### config.mk
export PLATFORM = sky130hd
export DESIGN_NAME = afp_fault_ctrl
export DESIGN_NICKNAME = d
export VERILOG_FILES = /design/src/logic/afp_pkg.sv /design/src/logic/afp_dc_detect.sv /design/src/logic/afp_fault_ctrl.sv
export VERILOG_INCLUDE_DIRS = /design/src /design/src/logic
export SDC_FILE = /design/constraint.sdc
export NUM_CORES = 1
export LEC_CHECK = 0
export BUFFER_PORTS_ARGS = -buffer_cell sky130_fd_sc_hd__buf_2
export CAP_MARGIN = 20
export CORE_ASPECT_RATIO = 1.25
export CORE_MARGIN = 3
export CORE_UTILIZATION = 54
export DETAILED_ROUTE_END_ITERATION = 8
export GPL_ROUTABILITY_DRIVEN = 0
export PLACE_DENSITY_LB_ADDON = 0.1
export SLEW_MARGIN = 20
export SYNTH_ARGS = -nofsm -noshare
export SYNTH_HDL_FRONTEND = slang
export SYNTH_HIERARCHICAL = 1
export SYNTH_SLANG_ARGS = --single-unit
### constraint.sdc
create_clock -name aclk -period 3.6 [get_ports aclk]
set_input_delay 0.54 -clock aclk [delete_from_list [all_inputs] [get_ports aclk]]
set_output_delay 0.54 -clock aclk [all_outputs]
set_load 0.02 [all_outputs]
### src/logic/afp_defines.svh
`ifndef AFP_DEFINES_SVH
`define AFP_DEFINES_SVH
`define AFP_CLK_MHZ 100
`define AFP_DC_PERSIST_MS 420
`define AFP_DC_PERSIST_CYC (`AFP_DC_PERSIST_MS * 1000 * `AFP_CLK_MHZ)
`define AFP_DUTY_LIMIT_PCT 60
`define AFP_TIMEOUT_CYC 1000
`define AFP_ADDR_STATUS 12'h000
`define AFP_ADDR_MASK 12'h004
`define AFP_ADDR_CTRL 12'h008
`define AFP_ADDR_LIVE 12'h00c
`define AFP_ADDR_CONFIG 12'h010
`define AFP_ST_OV 0
`define AFP_ST_UV 1
`define AFP_ST_CLK 2
`define AFP_ST_OC 3
`define AFP_ST_DC 4
`define AFP_ST_OT 5
`define AFP_NUM_ERR 6
`define AFP_CTRL_SD_BIT 0
`define AFP_CTRL_RESET 32'h0000_0001
`define AFP_MASK_RESET 32'h0000_0000
`define AFP_RESP_OKAY 2'b00
`define AFP_RESP_SLVERR 2'b10
`endif

### src/logic/afp_pkg.sv
package afp_pkg;
   typedef struct packed {
      logic over_temp;
      logic dc_detect;
      logic over_current;
      logic clock_bad;
      logic under_voltage;
      logic over_voltage;
   } afp_err_type;
   typedef enum logic [1:0] {
      AFP_RUN,
      AFP_LATCHED,
      AFP_WAIT_TIMEOUT
   } afp_state_type;
   typedef struct packed {
      logic pbtl;
      logic freq_low;
      logic [1:0] gain;
   } afp_strap_type;
endpackage

### src/logic/afp_dc_detect.sv
`timescale 1ns/100ps
`include "afp_defines.svh"
module afp_dc_detect (
   input wire logic aclk,
   input wire logic aresetn,
   input wire logic duty_high,
   input wire logic duty_pos,
   output logic dc_err
);
   localparam int unsigned LIMIT = `AFP_DC_PERSIST_CYC;
   logic [31:0] cnt_q, cnt_d;
   logic pol_q, pol_d;
   logic err_q, err_d;
   assign dc_err = err_q;
   // Polarity change restarts the count, since the persistence must be
   // at one sign continuously.
   always_comb begin
      cnt_d = cnt_q;
      pol_d = duty_pos;
      err_d = 1'b0;
      if (!duty_high || duty_pos != pol_q) begin
         cnt_d = 32'h0000_0000;
      end else if (cnt_q <= LIMIT) begin
         cnt_d = cnt_q + 32'h0000_0001;
      end
      if (cnt_q > LIMIT) begin
         err_d = 1'b1; // [RULE11]
      end
   end
   always_ff @(posedge aclk) begin
      if (!aresetn) begin
         cnt_q <= 32'h0000_0000;
         pol_q <= 1'b0;
         err_q <= 1'b0;
      end else begin
         cnt_q <= cnt_d;
         pol_q <= pol_d;
         err_q <= err_d;
      end
   end
endmodule

### src/logic/afp_fault_ctrl.sv
`timescale 1ns/100ps
`include "afp_defines.svh"
// Notes on behaviour
// [RULE1] Faults pull the open-drain fault line low; otherwise it is released.
// [RULE2] After a latched error the line stays low until shutdown toggle plus timeout.
// [RULE3] Self-clearing errors except clock never pull the fault line low.
// [RULE4] Clock error pulls the line low and clears at once when clocks recover.
// [RULE5] Overvoltage is self-clearing and ends when supply falls below threshold.
// [RULE6] Undervoltage is self-clearing and ends when supply rises above threshold.
// [RULE7] Clock error follows any bad ratio, bad rate or stopped clock.
// [RULE8] Overcurrent latches; clears after timeout and a shutdown toggle.
// [RULE9] DC error latches; clears after timeout and a shutdown toggle.
// [RULE10] Overtemperature latches; clearing also needs temperature below hysteresis.
// [RULE11] DC error when duty above 60 percent, same polarity, over 420 ms.
// [RULE12] The system may tie fault back to shutdown for auto-recovery; the line stays low in AFP_LATCHED, so a tied shutdown never rises.
// [RULE13] Hardware mode uses default configuration and only the control pins.
// [RULE14] All-low straps mean bridge-tied output and 768 kHz switching.
// [RULE15] The board fixes strap pins and never changes them in operation.
// [RULE16] Error still present at shutdown release sets status and faults again.
// [RULE17] Fault timeout counter starts when shutdown is released after a latch.
module afp_fault_ctrl #(
   parameter int unsigned TIMEOUT_CYC = `AFP_TIMEOUT_CYC
) (
   input wire logic aclk,
   input wire logic aresetn,
   input wire logic [11:0] s_axi_awaddr,
   input wire logic s_axi_awvalid,
   output logic s_axi_awready,
   input wire logic [31:0] s_axi_wdata,
   input wire logic [3:0] s_axi_wstrb,
   input wire logic s_axi_wvalid,
   output logic s_axi_wready,
   output logic [1:0] s_axi_bresp,
   output logic s_axi_bvalid,
   input wire logic s_axi_bready,
   input wire logic [11:0] s_axi_araddr,
   input wire logic s_axi_arvalid,
   output logic s_axi_arready,
   output logic [31:0] s_axi_rdata,
   output logic [1:0] s_axi_rresp,
   output logic s_axi_rvalid,
   input wire logic s_axi_rready,
   input wire logic hw_mode,
   input wire logic amp_shutdown_n,
   input wire logic over_voltage_in,
   input wire logic under_voltage_in,
   input wire logic clk_ratio_bad,
   input wire logic clk_rate_bad,
   input wire logic clk_stopped,
   input wire logic over_current_in,
   input wire logic over_temp_in,
   input wire logic temp_below_hyst,
   input wire logic duty_high,
   input wire logic duty_pos,
   input wire afp_pkg::afp_strap_type strap_in,
   input wire logic amp_fault_n_in,
   output logic amp_fault_n_out,
   output logic amp_fault_n_oe,
   output logic amp_enable,
   output logic pbtl_mode,
   output logic freq_16x,
   output logic [1:0] gain_sel,
   output logic irq
);
   afp_pkg::afp_state_type st_q, st_d;
   afp_pkg::afp_err_type live, lat_q, lat_d;
   afp_pkg::afp_strap_type strap_q, strap_d;
   logic strap_done_q, strap_done_d;
   logic [31:0] tmo_q, tmo_d;
   logic sd_q, sd_d, fault_q, fault_d, en_q, en_d, irq_q, irq_d;
   logic [5:0] stat_q, stat_d, mask_q, mask_d;
   logic sd_bit_q, sd_bit_d;
   logic aw_q, aw_d, w_q, w_d, bv_q, bv_d, rv_q, rv_d;
   logic [11:0] awa_q, awa_d;
   logic [31:0] wd_q, wd_d, rd_q, rd_d;
   logic [1:0] br_q, br_d, rr_q, rr_d;
   logic dc_err, sd_eff, sd_rise, latch_evt, wr_go;
   afp_dc_detect u_dc (
      .aclk(aclk),
      .aresetn(aresetn),
      .duty_high(duty_high),
      .duty_pos(duty_pos),
      .dc_err(dc_err)
   );
   always_comb begin
      live.over_voltage = over_voltage_in; // [RULE5]
      live.under_voltage = under_voltage_in; // [RULE6]
      live.clock_bad = clk_ratio_bad | clk_rate_bad | clk_stopped; // [RULE7]
      live.over_current = over_current_in; // [RULE8]
      live.dc_detect = dc_err; // [RULE9]
      live.over_temp = over_temp_in; // [RULE10]
   end
   // In hardware mode the shutdown control bit is ignored.
   assign sd_eff = hw_mode ? amp_shutdown_n
                           : (amp_shutdown_n & sd_bit_q); // [RULE13]
   assign sd_rise = sd_eff & ~sd_q;
   assign latch_evt = live.over_current | live.dc_detect | live.over_temp;
   always_comb begin
      st_d = st_q;
      lat_d = lat_q;
      tmo_d = tmo_q;
      sd_d = sd_eff;
      case (st_q)
         afp_pkg::AFP_RUN: begin
            if (sd_eff && latch_evt) begin
               lat_d = live;
               st_d = afp_pkg::AFP_LATCHED; // [RULE8]
            end
         end
         afp_pkg::AFP_LATCHED: begin
            if (sd_rise) begin
               tmo_d = 32'h0000_0000; // [RULE17]
               st_d = afp_pkg::AFP_WAIT_TIMEOUT;
            end
         end
         afp_pkg::AFP_WAIT_TIMEOUT: begin
            if (!sd_eff) begin
               st_d = afp_pkg::AFP_LATCHED;
            end else if (tmo_q < TIMEOUT_CYC - 1) begin
               tmo_d = tmo_q + 32'h0000_0001; // [RULE17]
            end else if (latch_evt ||
                         (lat_q.over_temp && !temp_below_hyst)) begin
               lat_d = lat_q | live;
               st_d = afp_pkg::AFP_LATCHED; // [RULE16] [RULE10]
            end else begin
               lat_d = '0;
               st_d = afp_pkg::AFP_RUN; // [RULE2] [RULE9]
            end
         end
         default: st_d = afp_pkg::AFP_RUN;
      endcase
   end
   always_comb begin
      fault_d = (st_q != afp_pkg::AFP_RUN) || live.clock_bad; // [RULE2] [RULE4]
      // Supply errors only mute; they never reach the fault line.
      en_d = sd_eff && st_d == afp_pkg::AFP_RUN && !live.over_voltage &&
             !live.under_voltage && !live.clock_bad; // [RULE3]
      strap_d = strap_q;
      strap_done_d = 1'b1;
      // Straps are sampled once after reset, as the board holds them fixed.
      if (!strap_done_q) begin
         strap_d = strap_in; // [RULE15]
      end
   end
   assign wr_go = aw_q && w_q && !bv_q;
   always_comb begin
      aw_d = aw_q;
      w_d = w_q;
      awa_d = awa_q;
      wd_d = wd_q;
      bv_d = bv_q;
      br_d = br_q;
      rv_d = rv_q;
      rd_d = rd_q;
      rr_d = rr_q;
      mask_d = mask_q;
      sd_bit_d = sd_bit_q;
      stat_d = stat_q;
      if (s_axi_awvalid && !aw_q && !bv_q) begin
         aw_d = 1'b1;
         awa_d = s_axi_awaddr;
      end
      if (s_axi_wvalid && !w_q && !bv_q) begin
         w_d = 1'b1;
         wd_d = s_axi_wdata;
      end
      if (wr_go) begin
         aw_d = 1'b0;
         w_d = 1'b0;
         bv_d = 1'b1;
         br_d = `AFP_RESP_OKAY;
         case (awa_q)
            `AFP_ADDR_STATUS: stat_d = stat_q & ~wd_q[5:0];
            `AFP_ADDR_MASK: mask_d = wd_q[5:0];
            `AFP_ADDR_CTRL: sd_bit_d = wd_q[`AFP_CTRL_SD_BIT];
            `AFP_ADDR_LIVE, `AFP_ADDR_CONFIG: br_d = `AFP_RESP_OKAY;
            default: br_d = `AFP_RESP_SLVERR;
         endcase
      end else if (bv_q && s_axi_bready) begin
         bv_d = 1'b0;
      end
      // A new event wins over a clear in the same cycle.
      stat_d = stat_d | live | lat_d; // [RULE16]
      if (s_axi_arvalid && !rv_q) begin
         rv_d = 1'b1;
         rr_d = `AFP_RESP_OKAY;
         case (s_axi_araddr)
            `AFP_ADDR_STATUS: rd_d = {26'h0, stat_q};
            `AFP_ADDR_MASK: rd_d = {26'h0, mask_q};
            `AFP_ADDR_CTRL: rd_d = {31'h0, sd_bit_q};
            `AFP_ADDR_LIVE: rd_d = {24'h0, ~amp_fault_n_in, en_q, live};
            `AFP_ADDR_CONFIG: rd_d = {28'h0, strap_q};
            default: begin
               rd_d = 32'h0000_0000;
               rr_d = `AFP_RESP_SLVERR;
            end
         endcase
      end else if (rv_q && s_axi_rready) begin
         rv_d = 1'b0;
      end
      irq_d = |(stat_d & mask_d);
   end
   always_ff @(posedge aclk) begin
      if (!aresetn) begin
         st_q <= afp_pkg::AFP_RUN;
         lat_q <= '0;
         tmo_q <= 32'h0000_0000;
         sd_q <= 1'b0;
         fault_q <= 1'b0;
         en_q <= 1'b0;
         strap_q <= '0;
         strap_done_q <= 1'b0;
         stat_q <= 6'h00;
         mask_q <= 6'h00;
         sd_bit_q <= 1'b1;
         aw_q <= 1'b0;
         w_q <= 1'b0;
         awa_q <= 12'h000;
         wd_q <= 32'h0000_0000;
         bv_q <= 1'b0;
         br_q <= 2'h0;
         rv_q <= 1'b0;
         rd_q <= 32'h0000_0000;
         rr_q <= 2'h0;
         irq_q <= 1'b0;
      end else begin
         st_q <= st_d;
         lat_q <= lat_d;
         tmo_q <= tmo_d;
         sd_q <= sd_d;
         fault_q <= fault_d;
         en_q <= en_d;
         strap_q <= strap_d;
         strap_done_q <= strap_done_d;
         stat_q <= stat_d;
         mask_q <= mask_d;
         sd_bit_q <= sd_bit_d;
         aw_q <= aw_d;
         w_q <= w_d;
         awa_q <= awa_d;
         wd_q <= wd_d;
         bv_q <= bv_d;
         br_q <= br_d;
         rv_q <= rv_d;
         rd_q <= rd_d;
         rr_q <= rr_d;
         irq_q <= irq_d;
      end
   end
   // Open drain: data is always low, only the enable moves.
   assign amp_fault_n_out = 1'b0; // [RULE1]
   assign amp_fault_n_oe = fault_q; // [RULE1]
   assign amp_enable = en_q;
   // Strap zero decodes to bridge-tied load and 16x switching.
   assign pbtl_mode = strap_q.pbtl; // [RULE14]
   assign freq_16x = ~strap_q.freq_low; // [RULE14]
   assign gain_sel = strap_q.gain;
   assign irq = irq_q;
   assign s_axi_awready = ~aw_q & ~bv_q;
   assign s_axi_wready = ~w_q & ~bv_q;
   assign s_axi_bvalid = bv_q;
   assign s_axi_bresp = br_q;
   assign s_axi_arready = ~rv_q;
   assign s_axi_rvalid = rv_q;
   assign s_axi_rdata = rd_q;
   assign s_axi_rresp = rr_q;

   property p_oe_follows_state;
      @(posedge aclk) disable iff (!aresetn)
      (st_q == afp_pkg::AFP_LATCHED) |=> amp_fault_n_oe;
   endproperty
   a_oe_follows_state: assert property (p_oe_follows_state) // [RULE2]
      else $error("fault line released while latched");
   property p_clock_fault;
      @(posedge aclk) disable iff (!aresetn)
      live.clock_bad |=> amp_fault_n_oe;
   endproperty
   a_clock_fault: assert property (p_clock_fault) // [RULE4]
      else $error("clock error did not pull fault low");
   property p_supply_no_fault;
      @(posedge aclk) disable iff (!aresetn)
      (st_q == afp_pkg::AFP_RUN && !live.clock_bad) |=> !amp_fault_n_oe;
   endproperty
   a_supply_no_fault: assert property (p_supply_no_fault) // [RULE3]
      else $error("fault line low without cause");
   property p_ov_mutes;
      @(posedge aclk) disable iff (!aresetn)
      over_voltage_in |=> !amp_enable;
   endproperty
   a_ov_mutes: assert property (p_ov_mutes) // [RULE5]
      else $error("amplifier enabled during overvoltage");
   property p_latch_oc;
      @(posedge aclk) disable iff (!aresetn)
      (st_q == afp_pkg::AFP_RUN && sd_eff && over_current_in)
         |=> st_q == afp_pkg::AFP_LATCHED;
   endproperty
   a_latch_oc: assert property (p_latch_oc) // [RULE8]
      else $error("overcurrent not latched");
   property p_start_timeout;
      @(posedge aclk) disable iff (!aresetn)
      (st_q == afp_pkg::AFP_LATCHED && sd_rise)
         |=> st_q == afp_pkg::AFP_WAIT_TIMEOUT && tmo_q == 0;
   endproperty
   a_start_timeout: assert property (p_start_timeout) // [RULE17]
      else $error("timeout did not start on release");
   property p_no_early_run;
      @(posedge aclk) disable iff (!aresetn)
      (st_q == afp_pkg::AFP_WAIT_TIMEOUT && tmo_q < TIMEOUT_CYC - 1)
         |=> st_q != afp_pkg::AFP_RUN;
   endproperty
   a_no_early_run: assert property (p_no_early_run) // [RULE2]
      else $error("resumed before timeout");
   property p_ot_hyst;
      @(posedge aclk) disable iff (!aresetn)
      (st_q == afp_pkg::AFP_WAIT_TIMEOUT && lat_q.over_temp &&
       !temp_below_hyst) |=> st_q != afp_pkg::AFP_RUN;
   endproperty
   a_ot_hyst: assert property (p_ot_hyst) // [RULE10]
      else $error("overtemp cleared above hysteresis");
endmodule

==> results by group <==
Outcome
  • Result of the run: finished clean

Logic synthesis
  • Sequential area share after synthesis: 0.439
  • Ranking of synthesized cells by area: sky130_fd_sc_hd__dfxtp_1 (44%), sky130_fd_sc_hd__nor2_1 (5.3%), sky130_fd_sc_hd__nand2_1 (3.8%), sky130_fd_sc_hd__buf_4 (3.7%), sky130_fd_sc_hd__a21oi_1 (3.5%)
  • Count of flip-flops with a built-in enable after synthesis: 0
  • Yosys top cell area share: 0.439
  • Synth Register Bits: 128
  • Mean area per synthesized cell: roughly 9.0 um2
  • Count of yosys warnings during synthesis: 6
  • Predominant post-synthesis flop cell: sky130_fd_sc_hd__dfxtp_1
  • Top-count cell post-synth: sky130_fd_sc_hd__dfxtp_1
  • Top post-synthesis cells by count: sky130_fd_sc_hd__dfxtp_1 (128), sky130_fd_sc_hd__nor2_1 (83), sky130_fd_sc_hd__nand2_1 (59), sky130_fd_sc_hd__a21oi_1 (41), sky130_fd_sc_hd__and2_1 (31)
  • Post-synthesis instance total: 650
  • Library cell occupying the most area in the post-synthesis netlist: sky130_fd_sc_hd__dfxtp_1
  • Distinct cell type count after synthesis: 78
  • Synthesized cell area: 5830 um2
  • Async S/R FF share, synth: 0

Final layout
  • Non-Filler Instances: 865
  • Layout overhead on the synthesized area: 16.0%
  • Combined area of the multi-input logic cells: 3020 um2
  • Post-layout net count: 811
  • Filler cells: 907
  • Storage cell area: 2560 um2
  • Ratio of cells with drive above 1 in the final layout: 0.193
  • Antenna diode count: 0
  • Final cell area excluding filler cells: about 6800 um2

GRT
  • Largest net degree at the start of global routing: 57
  • Total congestion overflow after global routing: 0
  • Number of antenna violations at the first check in global routing: 0
  • First-pass GRT wire length: roughly 21000 um
  • Number of global-route vias before repair: 4548
  • Overall track demand over capacity in global routing: 0.213

Clocking
  • H-tree depth: 4
  • Number of buffers on the longest clock path: 2
  • CTS Hold Bufs: 0
  • Post-CTS Repair Setup Buffers: 0
  • CTS Root Cell: sky130_fd_sc_hd__clkbuf_16
  • CTS buffer count: 17
  • Post-cts resize count: 0
  • Clock tree sinks: 128
  • CTS tree: built
  • Clock-pin slew on the worst setup and hold paths: ~0.050 ns
  • Latest clock arrival within the worst-skew pair: 0.40 ns

Power and ir drop
  • Worst ir drop on vdd: 0.290 mV
  • Static Leak: between 0.002 and 0.003 uW
  • Power density over the cells: around 500 nW/um2

Floorplan
  • FP Rows: 41
  • Std-Cell Core Area: 10300 um2
  • Die area: 12100 um2
  • Starting utilization of the core area: 0.565
  • Vertical die dimension: roughly 120 um
  • Count of boundary I/O pins: 133
  • Die Wd: 98.9 um

Detailed routing
  • Total wirelength of the detailed-routed design: 12600 um
  • First drt pass iteration count: 4
  • DRC marker count from the first detailed-route iteration: approximately 210
  • Number of design rule violations left after detail routing: 0
  • ANT nets after route: 0
  • Final routed wire length divided by cell count: roughly 15 um
  • Total number of vias: 4847
  • Per-cell via count in the routed design: 5.60

Placement
  • # placed instances: 834
  • Pre-CTS setup slack: 0.843 ns
  • Detailed placement HPWL: around 9000 um
  • Port buffer count: 75
  • Placed instance area: 6200 um2

Worst setup path
  • Critical-path top delay cell: sky130_fd_sc_hd__or4_4
  • Critical path fanouts, max: 11
  • Arr. time, crit path: 3.10 ns
  • Kind of end point of the critical path: flop
  • Buffer and inverter count on the worst path: 1
  • Launching element type of the critical path: flop
  • Cell-by-cell listing of the critical path: inv_1, ha_1, or3b_2, or4_4, nor3_4, o21ai_1, or3_1, a21oi_1
  • Largest incremental delay on the critical path: 0.48 ns
  • Kind of cell adding the most delay to the critical path: simple AND/OR/NAND/NOR gates
  • Number of logic stages on the critical path including buffering: 8
  • Path type of the worst setup path: reg -> reg
  • Required arrival time at the worst endpoint: slightly below 4 ns
  • Number of cells on the worst reg-to-reg path: 8

Timing
  • RSZ-0062 raised after global routing: false
  • Final number of hold-violating endpoints: 0
  • Achievable Freq: 362 MHz
  • Worst max-slew margin expressed relative to the limit: 0.366
  • Worst Max-Slew Pin Slew: slightly above 0.9 ns
  • Final Max Slew Viols: 0
  • Final count of negative-setup-slack endpoints: 0
  • Least setup slack across all paths after layout: 0.835 ns
  • Total negative slack for setup checks: 0 ns
  • Final setup skew: 0.00872 ns
  • Final period demand of the worst path: between 2 and 3 ns
  • Final cycle utilization of the critical path: 0.768

Flow run
  • Max-cap violation count: 0

Min path
  • Cell depth of the worst min-delay path: 2
  • HP Class: in -> reg
==> registers in the layout, indices dropped and copies added, names as in the netlist, 2 cells and up <==
name,cells
lat_q,6
stat_q,6
awa_q,12
gain_sel,2
tmo_q,32
mask_q,6
st_q,2
wd_q,6
s_axi_rdata,8
u_dc/cnt_q,32
==> worst reg2reg max path, delay by kind of cell, from the launching register on <==
family / cells / cell delay (ns)
compound gates: 2 / 0.46
fa+ha+maj: 1 / 0.15
buf+inv: 1 / 0.10
flops: 1 / 0.33
simple gates: 4 / 1.68
==> final timing paths <==
check / from / endpoint / slack (ns)
worst min register to register: s_axi_rdata[4] / s_axi_rdata[4] / 0.45
worst max-delay path: u_dc/cnt_q[0] / u_dc/cnt_q[18] / 0.83
worst min-delay path: s_axi_rready / s_axi_rvalid / 0.32
worst max register to register: u_dc/cnt_q[0] / u_dc/cnt_q[18] / 0.83
==> power breakdown <==
group | total (uW) | internal (uW) | switching (uW)
clock | 1600 | 1030 | 569
sequential | 1490 | 1460 | 37.3
combinational | 260 | 96.9 | 163
total | 3350 | 2590 | 769
==> per-layer routing <==
layer / GRT usage / share of wire / vias up
li1: - / - / 2415
met1: 0.270 / 0.44 / 2327
met2: 0.360 / 0.51 / 90
met3: 0.0481 / 0.040 / 15
met4: 0.0717 / 0.013 / 0
met5: 0 / 0 / -
==> kinds of logic after synthesis <==
| group | after synthesis | share of synthesized area |
|---|---|---|
| fa+ha+maj | 3 | 0.00644 |
| simple gates | 280 | 0.263 |
| xor+xnor | 23 | 0.0345 |
| compound gates | 131 | 0.158 |
| flops | 128 | 0.439 |
| buf+inv | 63 | 0.0592 |
| mux | 21 | 0.0384 |
| other cells | 1 | 0.000643 |
==> metrics by stage <==
step | hold slack [ns] | total power (uW) | util
2_1_floorplan | 0.430 | 1720 | -
3_3_place_gp | 0.440 | 1770 | 0.602
3_5_place_dp | 0.449 | 1780 | 0.602
4_1_cts | 0.302 | 3380 | 0.656
5_1_grt | 0.320 | 3480 | 0.656
6_report | 0.316 | 3350 | 0.656
==> layout make-up <==
| type | instances | area share |
|---|---|---|
| multi-input combinational | 485 | 0.447 |
| sequential | 128 | 0.379 |
| clock buffer | 26 | 0.0753 |
| timing repair buffer | 80 | 0.0610 |
| tap | 129 | 0.0239 |
| clock inverter | 5 | 0.00777 |
| inverter | 12 | 0.00666 |
==> placed cells by master, fill, tap and decap left out, drive strengths merged, types with 4 or more instances in the layout <==
cell type | Yosys | routed
nor4 | 11 | 11
or3 | 10 | 10
a31oi | 7 | 7
nand4 | 10 | 10
a221oi | 7 | 7
a22oi | 4 | 4
o21a | 4 | 4
nand3 | 20 | 20
a2bb2oi | 4 | 4
nor2b | 4 | 4
and3 | 7 | 7
mux2i | 19 | 19
nand2 | 62 | 62
o21ai | 18 | 18
clkbuf | 15 | 26
nor2 | 86 | 86
a21oi | 42 | 42
nor3 | 15 | 15
a221o | 4 | 4
conb | 1 | 27
xor2 | 18 | 18
dfxtp | 128 | 128
o211ai | 8 | 8
inv | 12 | 12
and4 | 4 | 4
and2 | 32 | 32
or4 | 7 | 7
xnor2 | 5 | 5
buf | 36 | 80
Power figures use the tool's default switching activity.
